<file path="src/slbc_pkg.sv">
// Purpose: shared constants for the serial link back-channel and self test
// Assumes: 8-bit register map on the local management bus
// Notes:   all offsets, fields and reset values
package slbc_pkg;
  // register offsets
  localparam logic [7:0] ADDR_BUS_DEV     = 8'h00;
  localparam logic [7:0] ADDR_RST_CTL     = 8'h01;
  localparam logic [7:0] ADDR_DES_STS     = 8'h04;
  localparam logic [7:0] ADDR_PORT_SEL    = 8'h4C;
  localparam logic [7:0] ADDR_SER_GEN_STS = 8'h52; // far serializer map
  localparam logic [7:0] ADDR_ST_ERR_CNT  = 8'h57;
  localparam logic [7:0] ADDR_BC_CFG      = 8'h58;
  localparam logic [7:0] ADDR_ALIAS       = 8'h5C;
  localparam logic [7:0] ADDR_ST_CFG      = 8'hB3;
  localparam logic [7:0] ADDR_PORT_DBG    = 8'hD0;
  // backchannel_config fields
  localparam int BC_PASS_ALL   = 7;
  localparam int BC_PASS_MATCH = 6;
  localparam int BC_AUTO_ACK   = 5;
  localparam int BC_KEEP_ON    = 4;
  localparam int BC_CRC_EN     = 3;
  localparam logic [7:0] BC_CFG_RST = 8'h18;
  // back-channel rate codes
  localparam logic [2:0] RATE_2M5  = 3'h0;
  localparam logic [2:0] RATE_10M  = 3'h4;
  localparam logic [2:0] RATE_25M  = 3'h5;
  localparam logic [2:0] RATE_50M  = 3'h6;
  localparam logic [2:0] RATE_100M = 3'h7;
  localparam logic [2:0] RATE_RST  = 3'h0;
  // reset_control fields
  localparam int RST_KEEP_REGS = 0;
  localparam int RST_ALL       = 1;
  localparam int RST_ROM       = 2;
  // selftest_config and port debug fields
  localparam int ST_EN   = 0;
  localparam int ST_OSC  = 1;
  localparam int DBG_ONE = 0;
  localparam int DBG_CONT = 1;
  localparam int SEL_RD_PORT = 4;  // read-page select in port select
  // deserializer_status fields
  localparam int STS_CKSUM  = 7;
  localparam int STS_INIT   = 6;
  localparam int STS_REFCLK = 3;
  localparam int STS_PASS   = 2;
  localparam int STS_RCLK   = 1;
  localparam int STS_LOCK   = 0;
  // other reset values
  localparam logic [7:0] DEV_ADDR_RST  = 8'h30; // arbitrary value
  localparam logic [7:0] ALIAS_RST     = 8'h00;
  localparam logic [7:0] PORT_SEL_RST  = 8'h00;
  localparam logic [7:0] ST_CFG_RST    = 8'h00;
  // pattern checker
  localparam int PRBS_LEN   = 7;
  localparam int PRBS_TAP_A = 6;
  localparam int PRBS_TAP_B = 5;
endpackage : slbc_pkg

</file>
<file path="src/slbc_chk_if.sv">
// Purpose: carries one receive port's self-test checker signals
// Assumes: same clock on both ends
// Notes:   ctrl side drives stimulus, chk side returns the count
interface slbc_chk_if #(parameter int W = 8);
  logic         run;     // self test active
  logic         clear;   // zero counter and resync
  logic         bit_in;  // received pattern bit
  logic         bit_vld; // bit_in qualifier
  logic [W-1:0] count;   // saturating error count
  logic         synced;  // pattern detected
  modport ctrl (output run, clear, bit_in, bit_vld, input count, synced);
  modport chk  (input run, clear, bit_in, bit_vld, output count, synced);
endinterface : slbc_chk_if

</file>
<file path="src/slbc_top.sv">
// Purpose: back-channel control, self test and status of the hub side
// Assumes: bus already decoded into a register port
// Notes:   reads return one cycle after the read strobe
// Contract
// five rate codes, three reserved
// strap sets rate on power-down release
// bit 7 forwards all transactions
// bit 6 forwards matched transactions
// bit 5 acks all writes
// bit 4 keeps back channel on
// keep-on written only locally
// bit 3 enables CRC generator
// host sets auto-ack before rate change
// test request sent to far side
// far side sends pattern at speed
// per-port pattern error count
// far side counts CRC failures
// self test clock source select
// logic, full and ROM reload resets
// lock needs PLL and valid data
// far status bit layout
// paged writes only to enabled ports
// device and alias addresses held
// host prefers register-keeping reset
// enable bit starts and stops test
// one-shot or continuous error inject
// error counter saturates
// reserved rate codes keep old rate
module slbc_top
  import slbc_pkg::*;
#(
  parameter int NP = 2,  // receive ports
  parameter int CW = 8   // error counter width
) (
  input  wire logic          i_mclk,          // clock
  input  wire logic          i_rst_b,         // async reset, low

  input  wire logic          i_reg_wr,        // write strobe
  input  wire logic          i_reg_rd,        // read strobe
  input  wire logic [7:0]    i_reg_addr,      // offset
  input  wire logic [7:0]    i_reg_wdata,     // write data
  input  wire logic          i_reg_from_link, // remote write
  output      logic [7:0]    o_reg_rdata,     // read data

  input  wire logic          i_power_down_release, // pin
  input  wire logic [2:0]    i_strap_rate,    // strap pins
  input  wire logic          i_pll_locked,    // PLL lock pin
  input  wire logic          i_rx_valid,      // data valid pin
  input  wire logic          i_refclk_valid,  // refclk pin

  input  wire logic          i_bus_txn,       // bus transaction
  input  wire logic          i_bus_wr,        // it is a write
  input  wire logic          i_addr_match,    // decode hit
  input  wire logic          i_remote_ack,    // far ack
  output      logic          o_forward,       // pass on
  output      logic          o_write_ack,     // ack write

  output      logic          o_bc_enable,     // channel on
  output      logic [2:0]    o_bc_rate,       // rate code
  output      logic          o_bc_crc_en,     // CRC on
  output      logic          o_selftest_req,  // test request
  output      logic          o_selftest_osc,  // internal osc
  output      logic          o_soft_reset,    // logic reset
  output      logic          o_rom_reload,    // reload pulse
  output      logic [NP-1:0] o_err_inject,    // error force
  input  wire logic [NP-1:0] i_rx_bit,        // pattern bits
  input  wire logic [NP-1:0] i_rx_bit_valid,  // bit qualifiers
  output      logic          o_lock           // lock status
);
  localparam int PW = (NP > 1) ? $clog2(NP) : 1;

  typedef struct packed {
    logic [7:0]    dev_addr;
    logic [7:0]    alias_addr;
    logic [7:0]    port_sel;
    logic [7:0]    bc_cfg;
    logic [2:0]    rate_eff;

    logic [7:0]    st_cfg;
    logic [NP-1:0] dbg_cont;
    logic [NP-1:0] inj_one;

    logic          soft_rst;
    logic          rom_reload;
    logic          init_done;
    logic          pdr_prev;
    logic          st_prev;

    logic [7:0]    rdata;
  } slbc_top_st_t;

  localparam slbc_top_st_t ST_RST = '{
    dev_addr:   DEV_ADDR_RST,
    alias_addr: ALIAS_RST,
    port_sel:   PORT_SEL_RST,
    bc_cfg:     BC_CFG_RST,
    rate_eff:   RATE_RST,
    st_cfg:     ST_CFG_RST,
    default:    '0
  };

  slbc_top_st_t  st;
  slbc_top_st_t  next_st;

  logic [6:0]    pin_sync;
  logic          pdr_s;
  logic [2:0]    strap_s;
  logic          pll_s;
  logic          rxv_s;
  logic          refclk_s;

  logic          lock;
  logic          st_start;
  logic          chk_clear;

  logic [CW-1:0] err_cnt [NP];
  logic [PW-1:0] rd_port;

  logic [7:0]    cnt_byte;
  logic [7:0]    dbg_byte;
  logic [7:0]    sts_byte;

  // every pin level passes two flops before use
  slbc_sync #(
    .W (7)
  ) u_pin_sync (
    .i_mclk  (i_mclk),
    .i_rst_b (i_rst_b),
    .i_d     ({i_power_down_release, i_strap_rate, i_pll_locked,
               i_rx_valid, i_refclk_valid}),
    .o_q     (pin_sync)
  );

  assign pdr_s    = pin_sync[6];
  assign strap_s  = pin_sync[5:3];
  assign pll_s    = pin_sync[2];
  assign rxv_s    = pin_sync[1];
  assign refclk_s = pin_sync[0];

  // lock needs both PLL lock and valid recovered data
  assign lock = pll_s & rxv_s;

  // counters restart on test start or logic reset
  assign st_start  = st.st_cfg[ST_EN] & ~st.st_prev;
  assign chk_clear = st_start | st.soft_rst;

  // one pattern checker per receive port
  for (genvar p = 0; p < NP; p++) begin : g_port
    slbc_chk_if #(.W (CW)) u_if ();

    assign u_if.run     = st.st_cfg[ST_EN];
    assign u_if.clear   = chk_clear;
    assign u_if.bit_in  = i_rx_bit[p];
    assign u_if.bit_vld = i_rx_bit_valid[p];
    assign err_cnt[p]   = u_if.count;

    slbc_prbs_chk #(
      .W (CW)
    ) u_chk (
      .i_mclk  (i_mclk),
      .i_rst_b (i_rst_b),
      .u_chk   (u_if)
    );
  end

  // the read page is picked by a field of the port select
  assign rd_port = st.port_sel[SEL_RD_PORT +: PW];

  // paged reads; an out-of-range page reads zero
  always_comb begin
    cnt_byte = 8'h00;
    dbg_byte = 8'h00;
    for (int p = 0; p < NP; p++) begin
      if (rd_port == PW'(p)) begin
        cnt_byte = 8'(err_cnt[p]);
        dbg_byte[DBG_CONT] = st.dbg_cont[p];
      end
    end
  end

  // status reads 0xCF on a locked, healthy link
  always_comb begin
    sts_byte = 8'h00;
    sts_byte[STS_CKSUM]  = 1'b1;
    sts_byte[STS_INIT]   = st.init_done;
    sts_byte[STS_REFCLK] = refclk_s;
    sts_byte[STS_PASS]   = lock;
    sts_byte[STS_RCLK]   = lock;
    sts_byte[STS_LOCK]   = lock;
  end

  // register writes, strap capture and self-clearing pulses
  always_comb begin
    next_st            = st;
    next_st.soft_rst   = 1'b0;
    next_st.rom_reload = 1'b0;
    next_st.inj_one    = '0;
    next_st.pdr_prev   = pdr_s;
    next_st.st_prev    = st.st_cfg[ST_EN];
    next_st.init_done  = 1'b1;

    // strap caught on power-down release
    if (pdr_s && !st.pdr_prev) begin
      next_st.bc_cfg[2:0] = strap_s;
      if (strap_s == RATE_2M5 || strap_s[2]) begin
        next_st.rate_eff = strap_s;
      end
    end

    if (i_reg_wr) begin
      case (i_reg_addr)
        ADDR_BUS_DEV: begin
          next_st.dev_addr = i_reg_wdata;
        end

        ADDR_ALIAS: begin
          next_st.alias_addr = i_reg_wdata;
        end

        ADDR_RST_CTL: begin
          // bits self-clear; reserved bits are dropped
          next_st.soft_rst   = i_reg_wdata[RST_KEEP_REGS];
          next_st.rom_reload = i_reg_wdata[RST_ROM];
          if (i_reg_wdata[RST_ROM]) begin
            next_st.init_done = 1'b0;
          end
        end

        ADDR_PORT_SEL: begin
          next_st.port_sel = i_reg_wdata;
        end

        ADDR_BC_CFG: begin
          next_st.bc_cfg = i_reg_wdata;
          // a far host cannot change the keep-on bit
          if (i_reg_from_link) begin
            next_st.bc_cfg[BC_KEEP_ON] = st.bc_cfg[BC_KEEP_ON];
          end
          // reserved codes read back but do not retune
          if (i_reg_wdata[2:0] == RATE_2M5 || i_reg_wdata[2]) begin
            next_st.rate_eff = i_reg_wdata[2:0];
          end
        end

        ADDR_ST_CFG: begin
          next_st.st_cfg = i_reg_wdata;
        end

        ADDR_PORT_DBG: begin
          for (int p = 0; p < NP; p++) begin
            // unselected ports keep their value
            if (st.port_sel[p]) begin
              next_st.inj_one[p]  = i_reg_wdata[DBG_ONE];
              next_st.dbg_cont[p] = i_reg_wdata[DBG_CONT];
            end
          end
        end

        default: begin
        end
      endcase
      // full reset also returns the register file to its reset values
      if (i_reg_addr == ADDR_RST_CTL && i_reg_wdata[RST_ALL]) begin
        next_st          = ST_RST;
        next_st.soft_rst = 1'b1;
        next_st.pdr_prev = pdr_s;
      end
    end

    // read data; unmapped offsets return zero
    if (i_reg_rd) begin
      case (i_reg_addr)
        ADDR_BUS_DEV:    next_st.rdata = st.dev_addr;
        ADDR_RST_CTL:    next_st.rdata = 8'h00;
        ADDR_DES_STS:    next_st.rdata = sts_byte;
        ADDR_PORT_SEL:   next_st.rdata = st.port_sel;
        ADDR_ST_ERR_CNT: next_st.rdata = cnt_byte;
        ADDR_BC_CFG:     next_st.rdata = st.bc_cfg;
        ADDR_ALIAS:      next_st.rdata = st.alias_addr;
        ADDR_ST_CFG:     next_st.rdata = st.st_cfg;
        ADDR_PORT_DBG:   next_st.rdata = dbg_byte;
        default:         next_st.rdata = 8'h00;
      endcase
    end
  end

  always_ff @(posedge i_mclk or negedge i_rst_b) begin
    if (!i_rst_b) begin
      st <= ST_RST;
    end else begin
      st <= next_st;
    end
  end

  // on unless keep-on and both passthroughs are clear
  assign o_bc_enable = st.bc_cfg[BC_KEEP_ON]
                     | st.bc_cfg[BC_PASS_ALL]
                     | st.bc_cfg[BC_PASS_MATCH];

  // forwarding: all transactions, or only decoded ones
  assign o_forward = i_bus_txn & o_bc_enable
                   & (st.bc_cfg[BC_PASS_ALL]
                   | (st.bc_cfg[BC_PASS_MATCH] & i_addr_match));

  // auto-ack hides a missing far response, e.g. while retuning
  assign o_write_ack = i_bus_txn & i_bus_wr
                     & (st.bc_cfg[BC_AUTO_ACK]
                     | (lock & i_remote_ack));

  assign o_bc_rate      = st.rate_eff;
  assign o_bc_crc_en    = st.bc_cfg[BC_CRC_EN];

  assign o_selftest_req = st.st_cfg[ST_EN];
  assign o_selftest_osc = st.st_cfg[ST_OSC];

  assign o_soft_reset   = st.soft_rst;
  assign o_rom_reload   = st.rom_reload;

  assign o_err_inject   = st.inj_one | st.dbg_cont;

  assign o_reg_rdata    = st.rdata;
  assign o_lock         = lock;
endmodule : slbc_top

</file>
<file path="src/slbc_sync.sv">
// Purpose: two-flop synchroniser for a group of pin levels
// Assumes: inputs are slow levels, not buses needing coherence
// Notes:   only the second stage is read outside
module slbc_sync #(
  parameter int W = 1
) (
  input  wire logic         i_mclk,  // system clock
  input  wire logic         i_rst_b, // async reset, low
  input  wire logic [W-1:0] i_d,     // asynchronous levels
  output      logic [W-1:0] o_q      // synchronised levels
);
  typedef struct packed {
    logic [W-1:0] s1;
    logic [W-1:0] s2;
  } slbc_sync_st_t;

  slbc_sync_st_t st;
  slbc_sync_st_t next_st;

  // first stage feeds only the second
  always_comb begin
    next_st.s1 = i_d;
    next_st.s2 = st.s1;
  end

  always_ff @(posedge i_mclk or negedge i_rst_b) begin
    if (!i_rst_b) begin
      st <= '0;
    end else begin
      st <= next_st;
    end
  end

  assign o_q = st.s2;
endmodule : slbc_sync

</file>
<file path="src/slbc_prbs_chk.sv">
// Purpose: pseudo-random pattern checker with saturating error count
// Assumes: 7-bit sequence, one bit per qualified cycle
// Notes:   self-synchronising; seeds from the first bits received
module slbc_prbs_chk
  import slbc_pkg::*;
#(
  parameter int W = 8
) (
  input wire logic i_mclk,   // system clock
  input wire logic i_rst_b,  // async reset, low
  slbc_chk_if.chk  u_chk     // checker port
);
  typedef struct packed {
    logic [PRBS_LEN-1:0] hist;
    logic [2:0]          fill;
    logic                synced;
    logic [W-1:0]        count;
  } slbc_chk_st_t;

  slbc_chk_st_t st;
  slbc_chk_st_t next_st;
  logic         expect_bit;

  // expected bit from the feedback taps of the history
  assign expect_bit = st.hist[PRBS_TAP_A] ^ st.hist[PRBS_TAP_B];

  always_comb begin
    next_st = st;
    if (u_chk.clear || !u_chk.run) begin
      next_st.hist   = '0;
      next_st.fill   = '0;
      next_st.synced = 1'b0;
      if (u_chk.clear) begin
        next_st.count = '0;
      end
    end else if (u_chk.bit_vld) begin
      next_st.hist = {st.hist[PRBS_LEN-2:0], u_chk.bit_in};
      if (!st.synced) begin
        // pattern detected once the history is full
        next_st.fill = st.fill + 3'h1;
        if (st.fill == 3'(PRBS_LEN - 1)) begin
          next_st.synced = 1'b1;
        end
      end else if (u_chk.bit_in != expect_bit) begin
        // saturate so long tests never wrap back to a low count
        if (st.count != '1) begin
          next_st.count = st.count + 1'b1;
        end
      end
    end
  end

  always_ff @(posedge i_mclk or negedge i_rst_b) begin
    if (!i_rst_b) begin
      st <= '0;
    end else begin
      st <= next_st;
    end
  end

  assign u_chk.count  = st.count;
  assign u_chk.synced = st.synced;
endmodule : slbc_prbs_chk

</file>
<file path="config.mk">
export PLATFORM = sky130hd
export DESIGN_NAME = slbc_top
export DESIGN_NICKNAME = d
export VERILOG_FILES = /design/src/slbc_pkg.sv /design/src/slbc_chk_if.sv /design/src/slbc_top.sv /design/src/slbc_sync.sv /design/src/slbc_prbs_chk.sv
export SDC_FILE = /design/constraint.sdc
export NUM_CORES = 1
export LEC_CHECK = 0
export ABC_AREA = 1
export BUFFER_PORTS_ARGS = -buffer_cell sky130_fd_sc_hd__buf_2
export CAP_MARGIN = 10
export CORE_ASPECT_RATIO = 0.7
export CORE_UTILIZATION = 45
export DETAILED_ROUTE_END_ITERATION = 7
export GPL_ROUTABILITY_DRIVEN = 0
export SYNTH_ARGS = -nofsm -noshare
export SYNTH_HDL_FRONTEND = slang
export SYNTH_SLANG_ARGS = --single-unit
</file>
<file path="constraint.sdc">
create_clock -name i_mclk -period 3 [get_ports i_mclk]
set_input_delay 0.15 -clock i_mclk [delete_from_list [all_inputs] [get_ports i_mclk]]
set_output_delay 0.15 -clock i_mclk [all_outputs]
set_load 0.05 [all_outputs]
</file>
==> PnR_summary.wiki, run 1 <==
{| class="wikitable"
! Metric !! Value
|-
| NetSw || 1.211 mW
|-
| Post-CTS Resized || 0
|-
| Starting utilization of the core area || 0.4645
|-
| Count of final max-slew check failures || 0
|-
| I/O pin cnt || 58
|-
| Detail Route Antenna Nets || 0
|-
| Clock Power Share || 0.328
|-
| Count of buffers added by post-CTS timing repair for setup || 0
|-
| Register bit total from synthesis || 112
|-
| Die Span Y || 96.90 microns
|-
| Normalized max-slew margin || 0.5661
|-
| Internal power contribution || 2.624 mW
|-
| H-tree depth || 3
|-
| Endpoint arrival time on the critical path || 2.20 ns
|-
| Total track usage || 0.2437
|-
| Final number of setup-violating endpoints || 0
|-
| TritonCTS clock tree || yes
|-
| Asr flop ratio synth || 1.000
|-
| Via density per instance || 5.157
|-
| Pre-Repair DR Iteration Count || 5
|-
| Number of inserted diodes || 0
|-
| Maximum fanout along the worst path || 17
|-
| Fillcell total || 1,223
|-
| Full die area || 0.01333 sq mm
|-
| Post-Route WL || 14.86 mm
|-
| Area growth from synthesis to layout || 13.31%
|-
| Cell Area, Synth || 0.005789 sq mm
|-
| Result of the run || complete, no violations
|-
| Predominant post-synthesis flop cell || sky130_fd_sc_hd__dfrtp_1
|-
| Count of hold-fix buffers inserted at cts || 9
|-
| Transition time at the pin with the least slew margin || 0.6485 ns
|-
| Period utilisation layout || 0.6346
|-
| Average wire length per cell after detail routing || 14.99 microns
|-
| Setup clock skew after layout || 0.005515 ns
|-
| Setup repair after global routing missed its margin || no
|-
| Initial antenna violation count || 0
|-
| Synthesized Nets || 813
|-
| Crit Path Category || reg2reg
|-
| Lkg Pwr || 3.544 nW
|-
| Count of cell types in the netlist || 32
|-
| Worst vdd rail ir drop || 0.3162 mV
|-
| Number of buffers on the longest clock path || 2
|-
| Aggregate global routing overflow || 0
|-
| Synthesis warning total || 0
|-
| Number of standard cells in the layout, taps in and fillers out || 991
|-
| Kind of launch point of the worst setup path || flip-flop
|-
| Count of mapped cells out of synthesis || 771
|-
| CTS clock-pin slew for the worst setup and hold paths || 0.07 ns
|-
| Total power density per cell area || 584.6 mW/mm^2
|-
| Count of flip-flops with a built-in enable after synthesis || 0
|-
| Clock root buffer || sky130_fd_sc_hd__clkbuf_16
|-
| Maximum achievable frequency || 0.5252 GHz
|-
| Fin crit period || 1.904 ns
|-
| Switching Fraction || 0.3157
|-
| Sequential fraction of the synthesis area || 0.4850
|-
| Count of endpoints failing hold in the final timing report || 0
|-
| Number of DRC violations after detailed-routing iteration 0 || 442
|-
| Share of cells above drive strength 1 || 0.1255
|-
| Port Buffers || 57
|-
| Hold Crit Class || in2reg
|-
| Die width || 137.6 microns
|-
| Detailed Place HPWL || 10.91 mm
|-
| Number of placement rows || 34
|-
| Maximum number of pins on one net before global-route repair || 69
|-
| Net total in the final layout || 866
|-
| Core Area || 0.01246 sq mm
|-
| Syn_area_per_cell || 7.509 sq um
|-
| Post-detailed-route DRC marker count || 0
|-
| Vias || 5,111
|-
| Data required time of the worst path || 3.29 ns
|-
| Count of maximum capacitance violations || 0
|-
| Final sum of negative setup slack || 0 ns
|-
| Clock latency on the worst-skew pair || 0.35 ns
|-
| Number of CTS-inserted buffers || 9
|-
| Vias in the first global route || 4,852
|-
| Placed instance count || 966
|-
| First-pass GRT wire length || 24.73 mm
|-
| Number of clock sinks || 112
|-
| CP endpoint kind || flip-flop
|-
| Logic pwr share || 0.186
|-
| Share of total power in sequential cells || 0.486
|}
[metal layers]
metal / wire length (microns) / GRT usage
met1: 7555 / 0.3895
met3: 1010 / 0.04822
met5: 0 / 0
met4: 128 / 0.05241
met2: 6161 / 0.3336
[state kept, by name, indices dropped and copies added (netlist names), 2 cells and up]
| register | count |
|---|---|
| g_port.u_chk.st | 20 |
| g_port.u_chk.u_chk.count | 16 |
| g_port.u_chk.u_chk.synced | 2 |
| o_bc_rate | 3 |
| o_reg_rdata | 8 |
| st | 43 |
| u_pin_sync.next_st | 7 |
| u_pin_sync.o_q | 7 |
[cell usage in the layout (no fill, tap or decap), types with 4 or more instances in the layout]
master,n
sky130_fd_sc_hd__inv_1,67
sky130_fd_sc_hd__ha_1,6
sky130_fd_sc_hd__buf_4,4
sky130_fd_sc_hd__dlygate4sd3_1,9
sky130_fd_sc_hd__dfrtp_1,108
sky130_fd_sc_hd__xor2_1,6
sky130_fd_sc_hd__clkbuf_16,9
sky130_fd_sc_hd__o22ai_1,5
sky130_fd_sc_hd__buf_2,56
sky130_fd_sc_hd__o21ai_0,22
sky130_fd_sc_hd__dfstp_2,4
sky130_fd_sc_hd__o21ai_1,7
sky130_fd_sc_hd__nand2_2,7
sky130_fd_sc_hd__nand2_1,272
sky130_fd_sc_hd__a21oi_1,25
sky130_fd_sc_hd__nand3b_1,5
sky130_fd_sc_hd__nand3_1,90
sky130_fd_sc_hd__nor2_4,6
sky130_fd_sc_hd__nor2_1,86
[synthesized netlist by cell type (3+ instances only)]
cell                       instances  area [sq um]
sky130_fd_sc_hd__buf_2             6         30.03
sky130_fd_sc_hd__inv_2             3         11.26
sky130_fd_sc_hd__nor2_4            6         67.56
sky130_fd_sc_hd__nand3b_1          5         37.54
sky130_fd_sc_hd__o31ai_1           3         22.52
sky130_fd_sc_hd__a21oi_1          25         125.1
sky130_fd_sc_hd__nand2_2           7         43.79
sky130_fd_sc_hd__dfrtp_1         108          2703
sky130_fd_sc_hd__dfstp_2           4         105.1
sky130_fd_sc_hd__clkbuf_1          8         30.03
sky130_fd_sc_hd__xor2_1            6         52.55
sky130_fd_sc_hd__nor3b_1           3         22.52
sky130_fd_sc_hd__nand3_1          90         450.4
sky130_fd_sc_hd__o21ai_1           7         35.03
sky130_fd_sc_hd__buf_4            14         105.1
sky130_fd_sc_hd__o22ai_1           5         31.28
sky130_fd_sc_hd__nor3_1            3         15.01
sky130_fd_sc_hd__ha_1              6         75.07
sky130_fd_sc_hd__nand2_1         272          1021
sky130_fd_sc_hd__o21ai_0          22         110.1
sky130_fd_sc_hd__nor2_1           86         322.8
sky130_fd_sc_hd__xnor2_1           3         26.28
sky130_fd_sc_hd__inv_1            67         251.5
[through the flow]
step,instance area [sq um],power [mW],util,setup WS [ns],hold WS [ns]
3_5_place_dp,6157,2.595,0.4940,1.110,0.2056
4_1_cts,6560,3.877,0.5263,1.092,0.02504
3_3_place_gp,6157,2.564,0.4940,1.109,0.1961
5_1_grt,6560,4.071,0.5263,0.8540,0.05809
2_1_floorplan,5789,2.353,-,1.296,-0.1456
6_report,6560,3.835,0.5263,1.096,0.04096
[path summary, 6_finish.rpt]
path	cells after the start	slack [ns]	start	to
worst min-delay path	3	0.04	i_reg_wdata[5]	st[57]
min in group asynchronous	2	0.34	i_rst_b	g_port[0].u_chk.u_chk.count[3]
max in group asynchronous	3	1.84	i_rst_b	st[56]
worst min register to register	0	0.35	u_pin_sync.next_st[5]	u_pin_sync.o_q[5]
worst max register to register	8	1.10	o_soft_reset	g_port[0].u_chk.u_chk.count[0]
worst max-delay path	8	1.10	o_soft_reset	g_port[0].u_chk.u_chk.count[0]
[cell type report]
cell class / instances / area [sq um] / share of cell area
inverter: 71 / 266.5 / 0.04063
tap: 162 / 202.7 / 0.03090
multi-input combinational: 560 / 2550 / 0.3887
clock inverter: 6 / 73.82 / 0.01125
timing repair buffer: 70 / 420.4 / 0.06409
sequential: 112 / 2808 / 0.4280
clock buffer: 10 / 239.0 / 0.03643
[power by group through the flow]
stage | sequential, mW | combinational, mW | clock [mW]
after floorplan | 1.84 | 0.511 | 0
after global placement | 1.88 | 0.680 | 0
after detailed placement | 1.89 | 0.707 | 0
after CTS | 1.86 | 0.719 | 1.30
after global routing | 1.89 | 0.825 | 1.36
final | 1.86 | 0.712 | 1.26
[logic make-up (layout without fill, tap and decap cells)]
logic type                 count (synthesis)  after routing  share of synthesized area
AOI/OAI and AO/OA                         65             65                    0.05987
xor gates and xnor gates                   9              9                    0.01362
adders and majority gates                  6              6                    0.01297
buffers and inverters                     99            157                    0.07456
DFF                                      112            112                     0.4850
and+or+nand+nor                          480            480                     0.3540
[critical path, cell delays in order, from the launching register on]
cell                      delay (ns)
sky130_fd_sc_hd__dfrtp_1        0.46
sky130_fd_sc_hd__inv_1          0.09
sky130_fd_sc_hd__nand3_2        0.28
sky130_fd_sc_hd__nor2_1         0.17
sky130_fd_sc_hd__nor2_1         0.17
sky130_fd_sc_hd__nand2_1        0.07
sky130_fd_sc_hd__nor2_1         0.42
sky130_fd_sc_hd__nand2_1        0.11
sky130_fd_sc_hd__nand2_1        0.08
(Power assumes the default switching activity.)
==> run 2, diff against run 1 <==
==> constraint.sdc (replaced) <==
create_clock -name i_mclk -period 1.8 [get_ports i_mclk]
set_input_delay 0.09 -clock i_mclk [delete_from_list [all_inputs] [get_ports i_mclk]]
set_output_delay 0.09 -clock i_mclk [all_outputs]
set_load 0.05 [all_outputs]
==> run 2 against run 1 <==
  * Clock skew up 0.0028 ns
  * Critical path depth increased by 1
  * Hold slack worse by 0.027 ns
  * Maximum frequency up 20%
  * Non-clock buffer count grew 13
  * Global-route usage shrank 0.48 points
  * Clock power grew 79%
  * Routed wire length increased by 0.26%
  * Sequential power rose by 66%
  * Flip-flop and latch count did not move
  * Combinational power increased by 73%
  * Critical endpoint is now g_port[0].u_chk.u_chk.count[2]
==> PnR_summary.wiki, run 2 (synthesized netlist as in run 1, its figures left out) <==
{| class="wikitable"
! Metric !! Value
|-
| Kind of launch point of the worst setup path || flip-flop
|-
| I/O pin cnt || 58
|-
| Via density per instance || 5.095
|-
| Starting utilization of the core area || 0.4645
|-
| Most flop-heavy register || st
|-
| Endpoint arrival time on the critical path || 1.88 ns
|-
| Setup repair after global routing missed its margin || no
|-
| Normalized max-slew margin || 0.5745
|-
| Post-Route WL || 14.89 mm
|-
| Vias || 5,115
|-
| Maximum fanout along the worst path || 6
|-
| Total power density per cell area || 982.3 mW/mm^2
|-
| Number of clock sinks || 112
|-
| Clock root buffer || sky130_fd_sc_hd__clkbuf_16
|-
| Worst hold-check slack || 0.01414 ns
|-
| Lkg Pwr || 3.619 nW
|-
| PnR worst setup slack || 0.2074 ns
|-
| Period utilisation layout || 0.8848
|-
| H-tree depth || 3
|-
| Number of placement rows || 34
|-
| Setup clock skew after layout || 0.008270 ns
|-
| Die width || 137.6 microns
|-
| Data required time of the worst path || 2.09 ns
|-
| Final number of setup-violating endpoints || 0
|-
| Count of endpoints failing hold in the final timing report || 0
|-
| Maximum number of pins on one net before global-route repair || 45
|-
| Port Buffers || 57
|-
| Detailed Place HPWL || 10.97 mm
|-
| Fin crit period || 1.593 ns
|-
| Transition time at the pin with the least slew margin || 0.6359 ns
|-
| Detail Route Antenna Nets || 0
|-
| Worst vdd rail ir drop || 0.4916 mV
|-
| Aggregate global routing overflow || 0
|-
| Number of flip-flops under the largest register name || 43
|-
| First-pass GRT wire length || 24.49 mm
|-
| Average wire length per cell after detail routing || 14.83 microns
|-
| Full die area || 0.01333 sq mm
|-
| Hold Crit Class || in2reg
|-
| CP endpoint kind || flip-flop
|-
| Number of buffers on the longest clock path || 2
|-
| CTS clock-pin slew for the worst setup and hold paths || 0.08 ns
|-
| Register area || 0.002809 sq mm
|-
| Area growth from synthesis to layout || 15.56%
|-
| Final sum of negative setup slack || 0 ns
|-
| Initial antenna violation count || 0
|-
| TritonCTS clock tree || yes
|-
| Pre-Repair DR Iteration Count || 5
|-
| Fillcell total || 1,219
|-
| Most common library cell in the layout ignoring fill and taps || sky130_fd_sc_hd__nand2_1
|-
| Die Span Y || 96.90 microns
|-
| Leading cell types in the layout, fill and taps excluded || sky130_fd_sc_hd__nand2_1 (272), sky130_fd_sc_hd__dfrtp_1 (107), sky130_fd_sc_hd__nand3_1 (90), sky130_fd_sc_hd__nor2_1 (86), sky130_fd_sc_hd__inv_1 (67)
|-
| Share of cells above drive strength 1 || 0.1390
|-
| Crit Path Category || reg2reg
|-
| Result of the run || complete, no violations
|-
| Number of inserted diodes || 0
|-
| Worst setup timing slack at the placement stage || 0.2115 ns
|-
| Post-detailed-route DRC marker count || 0
|-
| Core Area || 0.01246 sq mm
|-
| Area of combinational cells with multiple inputs || 0.002555 sq mm
|-
| Count of final max-slew check failures || 0
|-
| Count of maximum capacitance violations || 0
|-
| Total track usage || 0.2389
|-
| Net total in the final layout || 879
|-
| Vias in the first global route || 4,861
|-
| Number of CTS-inserted buffers || 9
|-
| Clock latency on the worst-skew pair || 0.35 ns
|-
| Number of DRC violations after detailed-routing iteration 0 || 363
|-
| Maximum achievable frequency || 0.6279 GHz
|}
run 2: path summary, 6_finish.rpt:
kind / start / to / slack [ns] / cells after the start
setup / recovery: g_port[0].u_chk.u_chk.count[0] / g_port[0].u_chk.u_chk.count[2] / 0.21 / 9
max in group asynchronous: i_rst_b / st[56] / 1.02 / 3
hold reg to reg: u_pin_sync.next_st[0] / u_pin_sync.o_q[0] / 0.35 / 0
min in group asynchronous: i_rst_b / g_port[0].u_chk.st[13] / 0.12 / 2
hold / removal: i_rx_bit[1] / g_port[1].u_chk.st[12] / 0.01 / 3
setup reg to reg: g_port[0].u_chk.u_chk.count[0] / g_port[0].u_chk.u_chk.count[2] / 0.21 / 9
run 2: critical path: stages, from the launching register on:
cell and delay [ns]:
sky130_fd_sc_hd__dfrtp_1 0.46, sky130_fd_sc_hd__ha_1 0.26, sky130_fd_sc_hd__nand2_1 0.11, sky130_fd_sc_hd__nor3_1 0.05
sky130_fd_sc_hd__nand3b_1 0.10, sky130_fd_sc_hd__nand2_1 0.06, sky130_fd_sc_hd__nor2_1 0.19, sky130_fd_sc_hd__buf_4 0.18
sky130_fd_sc_hd__nand2_1 0.06, sky130_fd_sc_hd__nand2_1 0.05
run 2: power breakdown:
part / leakage, nW / internal (mW) / switching, mW
combinational: 2.03 / 0.440 / 0.795
sequential: 1.42 / 2.83 / 0.259
clock: 0.165 / 1.28 / 0.972
total: 3.62 / 4.55 / 2.03
run 2: stage by stage:
| step | total power [mW] | std cells | area [sq um] | utilization |
|---|---|---|---|---|
| after detailed placement | 4.330 | 978 | 6247 | 0.5012 |
| after floorplan | 3.922 | 771 | 5789 | - |
| final | 6.572 | 1004 | 6690 | 0.5367 |
| after global routing | 6.922 | 1004 | 6690 | 0.5367 |
| after CTS | 6.598 | 1004 | 6684 | 0.5362 |
| after global placement | 4.294 | 978 | 6247 | 0.5012 |
run 2: metal layers:
layer,share of wire,GRT usage
met2,0.40,0.3262
met5,0,0
met3,0.065,0.05975
met4,0.0075,0.05241
met1,0.53,0.3743
run 2: final cells by class:
class,count,area share
Timing Repair Buffer,83,0.07780
Sequential cell,112,0.4199
Clock buffer,10,0.03572
Multi-Input combinational cell,560,0.3819
Inverter,71,0.03984
Clock inverter,6,0.01459
Tap cell,162,0.03030
run 2: repair_timing:
action / CTS / global route
buffers inserted: 0 / 0
resized for setup: 0 / 2
setup endpoints to repair: 0 / 8
hold endpoints to repair: 117 / 0
hold buffers: 10 / 0
